**src/include/cops_pkg.sv**
```systemverilog
package cops_pkg;
  // register index on the plain register port
  localparam logic [7:0] COPS_CLKSEL_IDX = 8'h0a;
  localparam logic [7:0] COPS_ROUTE_IDX = 8'h0b;
  // writable bit masks, everything else reserved
  localparam logic [15:0] COPS_CLKSEL_MASK = 16'h03ff;
  localparam logic [15:0] COPS_ROUTE_MASK = 16'hcfff;
  localparam logic [15:0] COPS_CLKSEL_RST = 16'h0020;
  localparam logic [15:0] COPS_ROUTE_RST = 16'h0000;
  // clock_output_select fields
  localparam int COPS_CHOICE_LSB = 6;
  localparam int COPS_DIS_BIT = 5;
  localparam int COPS_SRC_LSB = 0;
  // peripheral_route_select fields
  localparam int COPS_TRATE_BIT = 15;
  localparam int COPS_PRATE_BIT = 14;
  localparam int COPS_PB_LSB = 4;
  localparam int COPS_A5_LSB = 2;
  localparam int COPS_A4_LSB = 0;
  // test clock source codes
  localparam logic [4:0] COPS_SRC_SYS = 5'h00;
  localparam logic [4:0] COPS_SRC_MOSC = 5'h09;
  localparam logic [4:0] COPS_SRC_ADC = 5'h0b;
  localparam logic [4:0] COPS_SRC_TPORT = 5'h0c;
  localparam logic [4:0] COPS_SRC_PER = 5'h0d;
  localparam logic [4:0] COPS_SRC_PERN = 5'h0e;
  localparam logic [4:0] COPS_SRC_HSPER = 5'h0f;
  // port A pin 4/5 field codes
  localparam logic [1:0] COPS_AF_FAULT = 2'h2;
  localparam logic [1:0] COPS_AF_TIMER = 2'h3;
endpackage

```
**src/rtl/cops_pin_mux.sv**
```systemverilog
// Local design decision: the strobed register port.
`timescale 1ns/1ps
module cops_pin_mux
  import cops_pkg::*;
(
  input wire logic clk_i,
  input wire logic rst_i,
  // register port
  input wire logic [7:0] addr_i,
  input wire logic [15:0] wdata_i,
  input wire logic wr_i,
  input wire logic rd_i,
  output logic [15:0] rdata_o,
  // clock sources, sampled as plain inputs
  input wire logic sys_clk_src_i,
  input wire logic clk2x_src_i,
  input wire logic clk3x_src_i,
  input wire logic relax_osc_src_i,
  input wire logic master_oscillator_clock_i,
  input wire logic adc_clk_src_i,
  input wire logic test_port_clk_i,
  input wire logic periph_clk_src_i,
  input wire logic pll_active_i,
  // port A pads 5..0
  input wire logic [5:0] pwm_i,
  input wire logic [5:0] porta_in_i,
  input wire logic [5:0] porta_peripheral_enable_i,
  input wire logic [5:0] porta_gpio_out_i,
  input wire logic [5:0] porta_gpio_oe_n_i,
  output logic [5:0] porta_out_o,
  output logic [5:0] porta_oe_n_o,
  // port B pads 7..0
  input wire logic [7:0] portb_in_i,
  input wire logic [7:0] portb_peripheral_enable_i,
  input wire logic [7:0] portb_gpio_out_i,
  input wire logic [7:0] portb_gpio_oe_n_i,
  output logic [7:0] portb_out_o,
  output logic [7:0] portb_oe_n_o,
  // peripheral side: outputs toward pads
  input wire logic uart_txd_i,
  input wire logic [1:0] i2c_out_i,
  input wire logic [1:0] i2c_oe_n_i,
  input wire logic [3:0] tmr_out_i,
  input wire logic [3:0] tmr_oe_n_i,
  input wire logic [3:0] spi_out_i,
  input wire logic [3:0] spi_oe_n_i,
  // peripheral side: inputs from pads
  output logic uart_rxd_o,
  output logic [1:0] i2c_in_o,
  output logic [3:0] tmr_in_o,
  output logic [3:0] spi_in_o,
  output logic [3:1] fault_o,
  // clocking controls
  output logic test_clock_pin_o,
  output logic timer_rate_triple_o,
  output logic pwm_rate_triple_o
);

  logic [15:0] clksel_q;
  logic [15:0] route_q;
  logic [15:0] rdata_d;
  logic test_clk_d;
  logic [5:0] a_out_d;
  logic [5:0] a_oe_n_d;
  logic [7:0] b_out_d;
  logic [7:0] b_oe_n_d;
  logic [3:0] choice_clk;
  logic [7:0] pb;
  logic [1:0] a5f;
  logic [1:0] a4f;
  logic [7:0] bp;
  logic [5:0] ap;

  // register writes; reserved bits never stored
  always_ff @(posedge clk_i or posedge rst_i) begin
    if (rst_i) begin
      clksel_q <= COPS_CLKSEL_RST;
    end else if (wr_i && addr_i == COPS_CLKSEL_IDX) begin
      clksel_q <= wdata_i & COPS_CLKSEL_MASK;
    end
  end

  always_ff @(posedge clk_i or posedge rst_i) begin
    if (rst_i) begin
      route_q <= COPS_ROUTE_RST;
    end else if (wr_i && addr_i == COPS_ROUTE_IDX) begin
      route_q <= wdata_i & COPS_ROUTE_MASK;
    end
  end

  // read data valid only in the cycle after the strobe
  always_comb begin
    rdata_d = 16'h0000;
    if (rd_i && addr_i == COPS_CLKSEL_IDX) begin
      rdata_d = clksel_q;
    end else if (rd_i && addr_i == COPS_ROUTE_IDX) begin
      rdata_d = route_q;
    end
  end

  always_ff @(posedge clk_i or posedge rst_i) begin
    if (rst_i) begin
      rdata_o <= 16'h0000;
    end else begin
      rdata_o <= rdata_d;
    end
  end

  // test clock mux: sampled clocks, so latency and glitches are accepted
  always_comb begin
    test_clk_d = 1'b0;
    if (!clksel_q[COPS_DIS_BIT]) begin
      case (clksel_q[COPS_SRC_LSB +: 5])
        COPS_SRC_SYS: test_clk_d = sys_clk_src_i;
        COPS_SRC_MOSC: test_clk_d = master_oscillator_clock_i;
        COPS_SRC_ADC: test_clk_d = adc_clk_src_i;
        COPS_SRC_TPORT: test_clk_d = test_port_clk_i;
        COPS_SRC_PER: test_clk_d = periph_clk_src_i;
        COPS_SRC_PERN: test_clk_d = ~periph_clk_src_i;
        COPS_SRC_HSPER: test_clk_d = clk3x_src_i & pll_active_i;
        default: test_clk_d = 1'b0; // unlisted codes give a quiet pin
      endcase
    end
  end

  always_ff @(posedge clk_i or posedge rst_i) begin
    if (rst_i) begin
      test_clock_pin_o <= 1'b0;
    end else begin
      test_clock_pin_o <= test_clk_d;
    end
  end

  // rate selects; triple rate only with the pll in the clock path
  always_ff @(posedge clk_i or posedge rst_i) begin
    if (rst_i) begin
      timer_rate_triple_o <= 1'b0;
      pwm_rate_triple_o <= 1'b0;
    end else begin
      timer_rate_triple_o <= route_q[COPS_TRATE_BIT] & pll_active_i;
      pwm_rate_triple_o <= route_q[COPS_PRATE_BIT] & pll_active_i;
    end
  end

  // field aliases
  assign pb = route_q[COPS_PB_LSB +: 8];
  assign a5f = route_q[COPS_A5_LSB +: 2];
  assign a4f = route_q[COPS_A4_LSB +: 2];
  assign ap = porta_peripheral_enable_i;
  assign bp = portb_peripheral_enable_i;
  // clock copies offered to pins A3..A0
  assign choice_clk = {relax_osc_src_i, sys_clk_src_i, clk2x_src_i, clk3x_src_i & pll_active_i};

  // pins A3..A0: gpio wins unless the pad is in peripheral mode
  genvar gi;
  generate
    for (gi = 0; gi < 4; gi++) begin : g_porta_low
      always_comb begin
        if (!ap[gi]) begin
          a_out_d[gi] = porta_gpio_out_i[gi];
          a_oe_n_d[gi] = porta_gpio_oe_n_i[gi];
        end else if (clksel_q[COPS_CHOICE_LSB + gi]) begin
          a_out_d[gi] = choice_clk[gi];
          a_oe_n_d[gi] = 1'b0;
        end else begin
          a_out_d[gi] = ~pwm_i[gi];
          a_oe_n_d[gi] = 1'b0;
        end
      end
    end
  endgenerate

  // pins A5 and A4: pwm, fault input or timer channel
  always_comb begin
    a_out_d[5] = porta_gpio_out_i[5];
    a_oe_n_d[5] = porta_gpio_oe_n_i[5];
    a_out_d[4] = porta_gpio_out_i[4];
    a_oe_n_d[4] = porta_gpio_oe_n_i[4];
    if (ap[5]) begin
      a_out_d[5] = pwm_i[5];
      a_oe_n_d[5] = 1'b0;
      if (a5f == COPS_AF_FAULT) begin
        a_out_d[5] = 1'b0;
        a_oe_n_d[5] = 1'b1; // fault is input only
      end else if (a5f == COPS_AF_TIMER) begin
        a_out_d[5] = tmr_out_i[3];
        a_oe_n_d[5] = tmr_oe_n_i[3];
      end
    end
    if (ap[4]) begin
      a_out_d[4] = pwm_i[4];
      a_oe_n_d[4] = 1'b0;
      if (a4f == COPS_AF_FAULT) begin
        a_out_d[4] = 1'b0;
        a_oe_n_d[4] = 1'b1;
      end else if (a4f == COPS_AF_TIMER) begin
        a_out_d[4] = tmr_out_i[2];
        a_oe_n_d[4] = tmr_oe_n_i[2];
      end
    end
  end

  // port B candidates: index by pin, first entry for route bit 0
  logic [7:0] b_alt0_out;
  logic [7:0] b_alt0_oe_n;
  logic [7:0] b_alt1_out;
  logic [7:0] b_alt1_oe_n;
  // input-only functions leave the pad undriven
  assign b_alt0_out = {uart_txd_i, 1'b0, tmr_out_i[1], tmr_out_i[0],
                       spi_out_i[0], spi_out_i[1], spi_out_i[2], spi_out_i[3]};
  assign b_alt0_oe_n = {1'b0, 1'b1, tmr_oe_n_i[1], tmr_oe_n_i[0],
                        spi_oe_n_i[0], spi_oe_n_i[1], spi_oe_n_i[2], spi_oe_n_i[3]};
  assign b_alt1_out = {i2c_out_i[0], i2c_out_i[1], 1'b0, test_clock_pin_o,
                       tmr_out_i[3], tmr_out_i[2], i2c_out_i[1], i2c_out_i[0]};
  assign b_alt1_oe_n = {i2c_oe_n_i[0], i2c_oe_n_i[1], 1'b1, 1'b0,
                        tmr_oe_n_i[3], tmr_oe_n_i[2], i2c_oe_n_i[1], i2c_oe_n_i[0]};

  generate
    for (gi = 0; gi < 8; gi++) begin : g_portb
      always_comb begin
        if (!bp[gi]) begin
          b_out_d[gi] = portb_gpio_out_i[gi];
          b_oe_n_d[gi] = portb_gpio_oe_n_i[gi];
        end else if (pb[gi]) begin
          b_out_d[gi] = b_alt1_out[gi];
          b_oe_n_d[gi] = b_alt1_oe_n[gi];
        end else begin
          b_out_d[gi] = b_alt0_out[gi];
          b_oe_n_d[gi] = b_alt0_oe_n[gi];
        end
      end
    end
  endgenerate

  // pad outputs registered; a shared output lands on every selected pad
  always_ff @(posedge clk_i or posedge rst_i) begin
    if (rst_i) begin
      porta_out_o <= 6'h00;
      porta_oe_n_o <= 6'h3f;
      portb_out_o <= 8'h00;
      portb_oe_n_o <= 8'hff;
    end else begin
      porta_out_o <= a_out_d;
      porta_oe_n_o <= a_oe_n_d;
      portb_out_o <= b_out_d;
      portb_oe_n_o <= b_oe_n_d;
    end
  end

  // pad qualifiers for inputs toward peripherals
  logic [7:0] b_sel1;
  logic [7:0] b_sel0;
  assign b_sel1 = bp & pb & portb_in_i;
  assign b_sel0 = bp & ~pb & portb_in_i;

  // inputs from two pads are ORed before the peripheral
  always_ff @(posedge clk_i or posedge rst_i) begin
    if (rst_i) begin
      uart_rxd_o <= 1'b0;
      i2c_in_o <= 2'h0;
      tmr_in_o <= 4'h0;
      spi_in_o <= 4'h0;
      fault_o <= 3'h0;
    end else begin
      uart_rxd_o <= b_sel0[6];
      i2c_in_o[0] <= b_sel1[7] | b_sel1[0];
      i2c_in_o[1] <= b_sel1[6] | b_sel1[1];
      tmr_in_o[0] <= b_sel0[4];
      tmr_in_o[1] <= b_sel0[5];
      tmr_in_o[2] <= b_sel1[2] | (ap[4] && a4f == COPS_AF_TIMER && porta_in_i[4]);
      tmr_in_o[3] <= b_sel1[3] | (ap[5] && a5f == COPS_AF_TIMER && porta_in_i[5]);
      spi_in_o <= {b_sel0[0], b_sel0[1], b_sel0[2], b_sel0[3]};
      fault_o[3] <= b_sel1[5];
      fault_o[2] <= ap[5] && a5f == COPS_AF_FAULT && porta_in_i[5];
      fault_o[1] <= ap[4] && a4f == COPS_AF_FAULT && porta_in_i[4];
    end
  end

  // checks on the registered outputs
  a_clkpin_disabled: assert property (@(posedge clk_i) disable iff (rst_i)
    clksel_q[COPS_DIS_BIT] |=> !test_clock_pin_o)
    else $error("test clock pin not low while disabled");

  a_clkpin_sys_src: assert property (@(posedge clk_i) disable iff (rst_i)
    (!clksel_q[COPS_DIS_BIT] && clksel_q[4:0] == COPS_SRC_SYS)
    |=> test_clock_pin_o == $past(sys_clk_src_i))
    else $error("system clock source not routed");

  a_reserved_zero: assert property (@(posedge clk_i) disable iff (rst_i)
    $past(rd_i) |-> ($past(addr_i) != COPS_CLKSEL_IDX || rdata_o[15:10] == 6'h00)
    && ($past(addr_i) != COPS_ROUTE_IDX || rdata_o[13:12] == 2'h0))
    else $error("reserved bits read nonzero");

  a_write_readback: assert property (@(posedge clk_i) disable iff (rst_i)
    (wr_i && addr_i == COPS_ROUTE_IDX) ##1 (rd_i && addr_i == COPS_ROUTE_IDX && !wr_i)
    |=> rdata_o == ($past(wdata_i, 2) & COPS_ROUTE_MASK))
    else $error("route register readback mismatch");

  a_pin_a0_pwm: assert property (@(posedge clk_i) disable iff (rst_i)
    (ap[0] && !clksel_q[COPS_CHOICE_LSB]) |=> porta_out_o[0] == !$past(pwm_i[0])
    && !porta_oe_n_o[0])
    else $error("pin A0 not inverted pwm");

  a_pin_a3_gpio: assert property (@(posedge clk_i) disable iff (rst_i)
    (!rst_i && !ap[3]) |=> porta_out_o[3] == $past(porta_gpio_out_i[3]))
    else $error("pin A3 not under gpio control");

  a_timer_rate_pll: assert property (@(posedge clk_i) disable iff (rst_i)
    !pll_active_i |=> !timer_rate_triple_o && !pwm_rate_triple_o)
    else $error("triple rate without pll");

  a_timer_rate_bit: assert property (@(posedge clk_i) disable iff (rst_i)
    (pll_active_i && route_q[COPS_TRATE_BIT]) |=> timer_rate_triple_o)
    else $error("timer triple rate not applied");

  a_scl_or_inputs: assert property (@(posedge clk_i) disable iff (rst_i)
    (bp[7] && pb[7] && portb_in_i[7]) |=> i2c_in_o[0])
    else $error("shared scl input not ORed");

  a_pin_b4_clock: assert property (@(posedge clk_i) disable iff (rst_i)
    (bp[4] && pb[4]) |=> portb_out_o[4] == $past(test_clock_pin_o))
    else $error("pin B4 not carrying test clock");

  a_pin_a5_fault: assert property (@(posedge clk_i) disable iff (rst_i)
    (ap[5] && a5f == COPS_AF_FAULT) |=> porta_oe_n_o[5]
    && fault_o[2] == $past(porta_in_i[5]))
    else $error("pin A5 fault routing wrong");

  // sampled reset in the antecedent: pad flops are still cleared on the release edge
  a_pin_a1_double: assert property (@(posedge clk_i) disable iff (rst_i)
    (!rst_i && ap[1] && clksel_q[COPS_CHOICE_LSB + 1])
    |=> porta_out_o[1] == $past(clk2x_src_i))
    else $error("pin A1 not carrying double-rate clock");

  a_pin_a2_sysclk: assert property (@(posedge clk_i) disable iff (rst_i)
    (!rst_i && ap[2] && clksel_q[COPS_CHOICE_LSB + 2])
    |=> porta_out_o[2] == $past(sys_clk_src_i))
    else $error("pin A2 not carrying system clock");

  a_pin_a3_relax: assert property (@(posedge clk_i) disable iff (rst_i)
    (!rst_i && ap[3] && clksel_q[COPS_CHOICE_LSB + 3])
    |=> porta_out_o[3] == $past(relax_osc_src_i))
    else $error("pin A3 not carrying relaxation clock");

  a_pwm_rate_bit: assert property (@(posedge clk_i) disable iff (rst_i)
    (pll_active_i && route_q[COPS_PRATE_BIT])
    |=> pwm_rate_triple_o)
    else $error("pwm triple rate not applied");

  a_gpio_pin_b6: assert property (@(posedge clk_i) disable iff (rst_i)
    (!rst_i && !bp[6]) |=> portb_out_o[6] == $past(portb_gpio_out_i[6])
    && portb_oe_n_o[6] == $past(portb_gpio_oe_n_i[6]))
    else $error("pin B6 not under gpio control");

  a_rxd_pad_undriven: assert property (@(posedge clk_i) disable iff (rst_i)
    (!rst_i && bp[6] && !pb[6])
    |=> portb_oe_n_o[6])
    else $error("pin B6 driven while routed to receive");

  a_clkpin_per_inv: assert property (@(posedge clk_i) disable iff (rst_i)
    (!clksel_q[COPS_DIS_BIT] && clksel_q[4:0] == COPS_SRC_PERN)
    |=> test_clock_pin_o == !$past(periph_clk_src_i))
    else $error("inverted peripheral clock not routed");

  a_sda_or_inputs: assert property (@(posedge clk_i) disable iff (rst_i)
    (bp[1] && pb[1] && portb_in_i[1])
    |=> i2c_in_o[1])
    else $error("shared sda input not ORed");

  a_pin_a4_timer: assert property (@(posedge clk_i) disable iff (rst_i)
    (!rst_i && ap[4] && a4f == COPS_AF_TIMER) |=> porta_out_o[4] == $past(tmr_out_i[2])
    && porta_oe_n_o[4] == $past(tmr_oe_n_i[2]))
    else $error("pin A4 timer routing wrong");

  a_pin_b3_mosi: assert property (@(posedge clk_i) disable iff (rst_i)
    (!rst_i && bp[3] && !pb[3])
    |=> portb_out_o[3] == $past(spi_out_i[0]))
    else $error("pin B3 not carrying spi data out");

endmodule

```
**config.mk**
```make
export PLATFORM = sky130hd
export DESIGN_NAME = cops_pin_mux
export DESIGN_NICKNAME = d
export VERILOG_FILES = /design/src/include/cops_pkg.sv /design/src/rtl/cops_pin_mux.sv
export SDC_FILE = /design/constraint.sdc
export NUM_CORES = 1
export LEC_CHECK = 0
export ABC_AREA = 1
export BUFFER_PORTS_ARGS = -buffer_cell sky130_fd_sc_hd__buf_2
export CAP_MARGIN = 20
export CORE_AREA = 2 2 125 66
export DETAILED_ROUTE_END_ITERATION = 12
export DIE_AREA = 0 0 127 68
export PLACE_DENSITY = 0.94
export SETUP_SLACK_MARGIN = 0.1
export SLEW_MARGIN = 40
export SYNTH_ARGS = -nofsm -noshare
export SYNTH_HDL_FRONTEND = slang
export SYNTH_SLANG_ARGS = --single-unit
```
**constraint.sdc**
```tcl
create_clock -name clk_i -period 6.65 [get_ports clk_i]
set_input_delay 1.33 -clock clk_i [delete_from_list [all_inputs] [get_ports clk_i]]
set_output_delay 1.33 -clock clk_i [all_outputs]
set_load 0.01 [all_outputs]
```
==> reports/metrics.cfg, run 1 <==
[status]
outcome=completed

[power_and_ir_drop]
total_power_mw=1.27
total_leakage_power_nw=2.76
power_density_nw_per_um2=258
vdd_drop_max_v=0.000135

[grt]
use_met3_pct=8.29
busiest_layer=met2
grt_pass1_vias=3094
grtUsageTotal_pct=22.1
grt_pass1_wl_mm=14.4
gr-usage-met1_pct=26.8
use_met2_pct=36.9
antenna_found_initial=0
grt_start_max_net_pins=84
grt-ovfl-total=0

[route]
drtIter0Drc=209
vias=3300
routed_wl_mm=9.35
drt-vias-per-instance=4.85
dr.pass1.iters=4
post_drt_wl_per_cell_um=13.7
drc_errors=0
ant_nets=0

[finish]
layout_commonest_cell=buf_2
layoutNonFillerInstCount=681
drive_gt1_share_pct=39.9
area_growth_pct=35.4
n_antenna_cell=0
finalNetCount=696
final_cell_mix=buf_2 (172), nand2_1 (91), dfrtp_1 (68)

[setup_path]
worst_setup_path_start_kind=flip-flop
critPathCaptureType=primary output
r2r-start=clksel_q[2]
critical_path_class=flip-flop to primary output
critPathLaunch=portb_oe_n_o[0]
worstPathMaxFanout=1
path_buf_inv=1
crit_chain=buf_2
crit_path_top_delay_cell=dfstp_2
crit_family=flip-flops
cpPeakStageDelay_ps=510
cp.arrival_ps=980
required_ps=5320

[floorplanning]
row_count=23
initial_utilization_pct=47.5
pin_count=181
fp.dieW_um=127
die_h_um=68
fp.coreArea_um2=7650
die_area_um2=8640

[sta]
hold_viol=0
fmax_mhz=433
setup_viol=0
fin_ws_ps=4340
rsz0062_at_grt=no
hold-worst-slack_ps=478
fin_crit_sh_pct=34.7
slew_headroom_pct=57.4
slew_viol_final=0
min_period_ps=2310
skew_ps=4.65
tightest_slew_ps=640
tns_ps=0

[placement]
dp_worst_setup_slack_ps=4020
portBuffers=172
dp_hpwl_mm=7.07
gp_congestion=0.828
place_inst=665

[clocking]
cts.path.max_buffers=2
clkLatencyLatePin_ps=330
cts_resized=0
clockRootBuffer=clkbuf_16
post_cts_buffers=0
htree_levels=3
clkTransAtPathRegs_ps=60
hold_buffers=0
cts_tree=built
numCtsBuffers=9
cts_sinks=83

[worst_hold_path]
min-delay-path-class=flip-flop to flip-flop
min_from=clksel_q[5]

[logic_synthesis]
synth_edf_count=0
synth_ff_type=dfrtp_1
synth_area_per_cell_um2=9.09
postSynth.asyncResetShare_pct=100
ys_top_cells_by_area=dfrtp_1 (47%), dfstp_2 (11%), nand2_1 (9.4%)
ys_types=32
netlist_area_um2=3640
synth_seq_cells=83
ys_seq_area_share_pct=57.6
synthCells=400
yosysTopAreaCellShare_pct=46.8
synth_warnings=0
yosys.area.top_type=dfrtp_1

[run]
maxCapViolCount=0

==> layout make-up <==
| class | count | area, um^2 |
|---|---|---|
| Multi-Input combinational cell | 248 | 1240 |
| Tap cell | 100 | 125 |
| Clock inverter | 5 | 125 |
| Inverter | 61 | 230 |
| Sequential cell | 83 | 2100 |
| Timing Repair Buffer | 173 | 875 |
| Clock buffer | 11 | 233 |
| Fill cell | 637 | 2730 |
==> final timing paths <==
| check | end | slack (ps) | cells past startpoint |
|---|---|---|---|
| setup / recovery | portb_oe_n_o[0] | 4340 | 1 |
| hold / removal | clksel_q[5] | 480 | 2 |
| setup reg to reg | test_clock_pin_o | 5630 | 4 |
| hold reg to reg | clksel_q[5] | 480 | 2 |
| max in group asynchronous | clksel_q[0] | 5020 | 3 |
| min in group asynchronous | porta_out_o[5] | 1180 | 3 |
==> power by group <==
| group | leakage (nW) | total [mW] | internal, mW | switching [mW] |
|---|---|---|---|---|
| Combinational | 1.53 | 0.127 | 0.0549 | 0.0717 |
| Clock | 0.174 | 0.597 | 0.404 | 0.193 |
| Sequential | 1.06 | 0.545 | 0.532 | 0.0126 |
==> stage by stage <==
step / area, um^2 / utilization, %
floorplan: 3640 / -
CTS: 4920 / 64.3
global placement: 4560 / 59.5
detailed placement: 4560 / 59.6
finish: 4920 / 64.3
global route: 4920 / 64.3
==> synth_stat cells, types with 4 or more instances <==
library cell and number:
nor3_1 7, nand3_1 58, o21a_1 4, a21oi_1 4, dfstp_2 15, nor2_1 31
dfrtp_1 68, nor2_2 4, o21ai_2 15, o21ai_0 7, buf_6 4, nand2_1 91
inv_1 59
==> logic make-up after synthesis <==
group / Yosys count / share of synthesized area [%]
other cells: 1 / 0.103
compound gates: 38 / 7.71
flops: 83 / 57.6
simple gates: 208 / 26.2
buf+inv: 70 / 8.40
==> flip-flops by register name, summed over array words and instances (netlist names), 2 cells and up <==
signal / count
portb_oe_n_o: 8
rdata_o: 14
route_q: 14
porta_oe_n_o: 6
fault_o: 3
spi_in_o: 4
portb_out_o: 8
clksel_q: 10
tmr_in_o: 4
i2c_in_o: 2
porta_out_o: 6
==> metal layers <==
metal,routed length (um),part of all wire (%)
met1,3960,42
met2,4360,47
met3,900,9.6
met4,129,1.4
met5,0,0
Power figures use the tool's default switching activity.
==> run 2, diff against run 1 <==
CORE_AREA = 2 2 137 72   (was 2 2 125 66)
DIE_AREA = 0 0 139 74   (was 0 0 127 68)
PLACE_DENSITY = 0.84   (was 0.94)
clock period = 2 ns   (was 6.65 ns; I/O delays follow)
==> run 2 against run 1 <==
Against the previous run: clock skew grew 1.2 ps; sequential cell count unchanged; cell area down 0.46%; critical endpoint is now portb_oe_n_o[2]; clock power increased to 2.5 times the previous value; first-iteration DRC count decreased by 22%; sequential power grew to 3.3 times the previous value; power increased to 3.0 times the previous value; critical path type unchanged.
==> reports/metrics.cfg, run 2 (synthesized netlist as in run 1, its figures left out) <==
[power_and_ir_drop]
comb_power_share_pct=11.5
vdd_drop_max_v=0.000366
switchingPower_uw=926
power_density_nw_per_um2=767
sw_frac_of_total_pct=24.6
total_leakage_power_nw=2.74
pwr-share-clk_pct=40.3
internal_power_mw=2.83
seq_power_share_pct=48.3
total_power_mw=3.76

[route]
wl_met1_mm=4.12
met2_wirelength_mm=4.61
vias=3380
drc_errors=0
met3_length_mm=1.04
dr.max_layer_used=met4
drt-vias-per-instance=4.80
ant_nets=0
post_drt_wl_per_cell_um=14.0
routed_wl_mm=9.84
dr.pass1.iters=5
drtIter0Drc=162

[sta]
rsz0062_at_grt=no
slew_headroom_pct=66.2
hold-worst-slack_ps=136
min_period_ps=1370
hold_viol=0
skew_ps=5.84
tightest_slew_ps=506
fin_crit_sh_pct=68.6
fmax_mhz=728
setup_viol=0
tns_ps=0
slew_viol_final=0

[placement]
gp_congestion=0.904
portBuffers=172
place_inst=688
dp_hpwl_mm=7.64

[finish]
n_antenna_cell=0
finalNetCount=698
reg_top3=rdata_o: 14 flops, route_q: 14 flops, clksel_q: 10 flops
final.fill_count=852
fin_util_pct=53.6
area_growth_pct=34.8
layout_commonest_cell=buf_2
drive_gt1_share_pct=40.1
layoutNonFillerInstCount=704
final_cell_mix=buf_2 (172), nand2_1 (91), dfrtp_1 (68)

[clocking]
cts_sinks=83
numCtsBuffers=9
clkLatencyLatePin_ps=330
clockRootBuffer=clkbuf_16
cts.path.max_buffers=2
htree_levels=3
clkTransAtPathRegs_ps=60
cts_tree=built
hold_buffers=0
post_cts_buffers=0
cts_resized=0

[grt]
grt_pass1_vias=3287
grt-ovfl-total=0
grt_pass1_wl_mm=15.6
grtUsageTotal_pct=19.7
grt_start_max_net_pins=49
antenna_found_initial=0

[floorplanning]
row_count=25
fp.coreArea_um2=9130
fp.dieW_um=139
initial_utilization_pct=39.8
die_area_um2=10300
pin_count=181
die_h_um=74

[run]
maxCapViolCount=0

[status]
outcome=completed

[setup_path]
worstPathMaxFanout=1
path_buf_inv=1
cpPeakStageDelay_ps=520
critPathCaptureType=primary output
cp.arrival_ps=970
crit_chain=buf_2
crit_family=flip-flops
crit_path_top_delay_cell=dfstp_2
worst_setup_path_start_kind=flip-flop
required_ps=1600
critical_path_class=flip-flop to primary output

[worst_hold_path]
min-delay-path-class=primary input to asynchronous set/reset pin

## run 2: routing by layer
| layer | up-vias | track usage (%) |
|---|---|---|
| met5 | - | 0 |
| met4 | 0 | 4.83 |
| met3 | 7 | 7.86 |
| met2 | 180 | 33.2 |
| met1 | 1575 | 24.3 |
| li1 | 1618 | - |
## run 2: power by group through the flow
| stage | Combinational [mW] | Sequential [mW] | Clock, mW |
|---|---|---|---|
| 6_report | 0.431 | 1.81 | 1.51 |
| 5_1_grt | 0.486 | 1.82 | 1.62 |
| 4_1_cts | 0.437 | 1.81 | 1.54 |
| 3_5_place_dp | 0.435 | 1.84 | 0 |
| 3_3_place_gp | 0.419 | 1.84 | 0 |
| 2_1_floorplan | 0.173 | 1.86 | 0 |
## run 2: path summary, 6_finish.rpt
| check | start | to | slack (ps) | cells past startpoint |
|---|---|---|---|---|
| worst min-delay path | rst_i | fault_o[1] | 140 | 3 |
| worst max register to register | clksel_q[2] | test_clock_pin_o | 980 | 4 |
| worst max-delay path | portb_oe_n_o[2] | portb_oe_n_o[2] | 630 | 1 |
| worst min register to register | clksel_q[5] | clksel_q[5] | 480 | 2 |
| min in group clk_i | porta_peripheral_enable_i[2] | porta_oe_n_o[2] | 220 | 2 |
| max in group asynchronous | rst_i | portb_oe_n_o[4] | 1550 | 3 |
## run 2: through the flow
step / setup slack [ps] / cell area (um^2)
after floorplan: 660 / 3640
after detailed placement: 372 / 4630
after CTS: 612 / 4900
after global routing: 591 / 4900
after global placement: 416 / 4630
final: 627 / 4900
## run 2: area by class of cell
type / count / area (um^2) / area share [%]
Sequential cell: 83 / 2100 / 42.8
Multi-Input combinational cell: 248 / 1240 / 25.3
Timing Repair Buffer: 175 / 908 / 18.5
Clock buffer: 12 / 246 / 5.03
Inverter: 61 / 233 / 4.75
Tap cell: 121 / 151 / 3.09
Clock inverter: 4 / 26.3 / 0.536
==> run 3, diff against run 2 <==
ABC_AREA = 0   (was 1)
CORE_AREA = 2 2 126 67   (was 2 2 137 72)
DIE_AREA = 0 0 128 69   (was 0 0 139 74)
PLACE_DENSITY = 0.89   (was 0.84)
clock period = 1.4 ns   (was 2 ns; I/O delays follow)
==> run 3 against run 2 <==
Against the previous run: power grew 52%; worst setup slack lost 490 ps; combinational power up 34%; clock power up 68%; non-clock buffer count up 10; die area decreased by 14%; via count down 19%; cell area shrank 2.5%; register-to-register slack got worse by 790 ps; highest routed layer unchanged.
==> reports/metrics.cfg, run 3 <==
[sta]
slew_viol_final=0
skew_ps=4.60
setup_viol=0
fmax_mhz=791
fin_crit_sh_pct=90.3
min_period_ps=1260
rsz0062_at_grt=yes
hold_viol=0
fin_ws_ps=135

[route]
ant_nets=0
post_drt_wl_per_cell_um=14.7
vias=2728
drt-vias-per-instance=4.81
drtIter0Drc=119
drc_errors=0
dr.pass1.iters=4
routed_wl_mm=8.33

[logic_synthesis]
ys_top_cells_by_area=dfrtp_1 (51%), dfstp_2 (12%), mux2i_1 (5.9%)
netlist_area_um2=3370
synth_area_per_cell_um2=12.3
synthMuxAreaShare_pct=15.4
synth_seq_cells=83
post-synth-top-count-cell=dfrtp_1
synth-compound-area-share_pct=6.35
synth_warnings=0
yosysTopAreaCellShare_pct=50.5
synthCells=274
synth_edf_count=0
synth_ff_type=dfrtp_1
synth_common_cells=dfrtp_1 (68), nor2_1 (42), mux2i_1 (20), a21oi_1 (19)
ys_seq_area_share_pct=62.2
postSynth.asyncResetShare_pct=100
synth_xor_area_share_pct=0
yosys.area_share.adder_pct=0
yosys.area.top_type=dfrtp_1
ys_types=32
synth_top_family_by_area=multiplexers
yosys.area_share.simple_pct=13.3

[clocking]
cts_sinks=83
htree_levels=3
post_cts_buffers=0
cts_tree=built
clkTransAtPathRegs_ps=60
numCtsBuffers=9
cts.path.max_buffers=2
clockRootBuffer=clkbuf_16
clkLatencyLatePin_ps=320

[power_and_ir_drop]
seq_power_share_pct=45.4
total_leakage_power_nw=2.54
total_power_mw=5.72
vdd_drop_max_v=0.000608
comb_power_share_pct=10.1
pwr-share-clk_pct=44.5
power_density_nw_per_um2=1200
internal_power_mw=4.48
sw_frac_of_total_pct=21.7
switchingPower_mw=1.24

[finish]
area_growth_pct=41.8
drive_gt1_share_pct=52.0
layoutNonFillerInstCount=567
final_cell_mix=buf_2 (172), dfrtp_1 (67), nor2_1 (42)
final.fill_count=631
n_antenna_cell=0
finalNetCount=582
layout_commonest_cell=buf_2
fin_util_pct=61.9
reg_top3=rdata_o: 14 flops, route_q: 14 flops, clksel_q: 10 flops

[grt]
grt_pass1_wl_mm=13.5
grt_pass1_vias=2851
grt_start_max_net_pins=40
grt-ovfl-total=0
grtUsageTotal_pct=19.6
antenna_found_initial=0

[floorplanning]
fp.coreArea_um2=7710
row_count=23
fp.dieW_um=128
pin_count=181
initial_utilization_pct=43.7
die_area_um2=8830
die_h_um=69

[placement]
dp_hpwl_mm=6.56
dp_worst_setup_slack_ps=-214
place_inst=550
portBuffers=172
gp_congestion=0.781

[setup_path]
critical_path_class=primary input to flip-flop
r2r_slack_ps=190
required_ps=1610
cp.arrival_ps=1470
critPathCaptureType=flip-flop
worstPathMaxFanout=10
worst_setup_path_start_kind=primary input

[status]
outcome=completed

[worst_hold_path]
min-delay-path-class=primary input to flip-flop

[run]
maxCapViolCount=0

==> run 3: changes by cell type in the layout (fill, tap and decap cells not counted), moves of 10 or more <==
| cell | delta |
|---|---|
| nor2_1 | +11 |
| inv_1 | -50 |
| nand2_1 | -80 |
| o21ai_2 | -15 |
| a21oi_1 | +15 |
| nand3_1 | -45 |
| mux2_4 | +10 |
| mux2i_1 | +20 |
| mux2_2 | +15 |
==> run 3: critical path: stages <==
cell,delay (ps)
buf_2,110
nor4_4,310
and4b_1,280
buf_12,150
mux2_2,330
==> run 3: layout make-up <==
| class | count | area (um^2) | share of cell area, % |
|---|---|---|---|
| Inverter | 9 | 37.5 | 0.786 |
| Sequential cell | 83 | 2100 | 43.9 |
| Multi-Input combinational cell | 174 | 1190 | 24.9 |
| Tap cell | 100 | 125 | 2.62 |
| Timing Repair Buffer | 185 | 998 | 20.9 |
| Clock inverter | 4 | 72.6 | 1.52 |
| Clock buffer | 12 | 256 | 5.37 |
==> run 3: power groups by stage <==
stage / clock network, mW / registers, mW / logic, mW
final: 2.54 / 2.60 / 0.578
after floorplan: 0 / 2.66 / 0.217
after detailed placement: 0 / 2.64 / 0.584
after CTS: 2.61 / 2.60 / 0.587
after global placement: 0 / 2.63 / 0.558
after global routing: 2.71 / 2.61 / 0.642
==> run 3: logic make-up after synthesis <==
| family | Yosys count |
|---|---|
| buf+inv | 18 |
| simple gates | 89 |
| flops | 83 |
| compound gates | 38 |
| mux | 45 |
| other cells | 1 |
==> run 3: per-stage QoR <==
stage,hold WS [ps],area (um^2),TNS [ps]
5_1_grt,89.8,4780,0
3_5_place_dp,235,4440,-4320
2_1_floorplan,312,3380,-517
4_1_cts,87.4,4780,0
6_report,99.0,4780,0
3_3_place_gp,230,4440,-3420
==> run 3: final timing paths <==
check                                             start               end  cells after the start
max in group asynchronous                         rst_i   portb_oe_n_o[0]                      4
hold / removal             porta_peripheral_enable_i[3]   porta_oe_n_o[3]                      2
setup / recovery                              addr_i[6]       clksel_q[6]                      5
hold reg to reg                              route_q[8]       tmr_in_o[0]                      1
setup reg to reg                            clksel_q[1]  test_clock_pin_o                      3
min in group asynchronous                         rst_i    portb_out_o[2]                      3
==> run 3: timing repair <==
item | in CTS | in global routing
endpoints found under the setup margin | 0 | 8
gates resized for setup | 0 | 1
hold endpoints to repair | 5 | 0
hold buffers | 1 | 0
==> run 3: per-layer routing <==
metal / wire (um) / part of all wire [%] / GRT usage [%] / vias to the layer above
met1: 3560 / 43 / 23.5 / 1276
met4: 112 / 1.3 / 7.08 / 0
met3: 690 / 8.3 / 6.44 / 12
met2: 3970 / 48 / 33.3 / 127
li1: - / - / - / 1313
met5: 0 / 0 / 0 / -
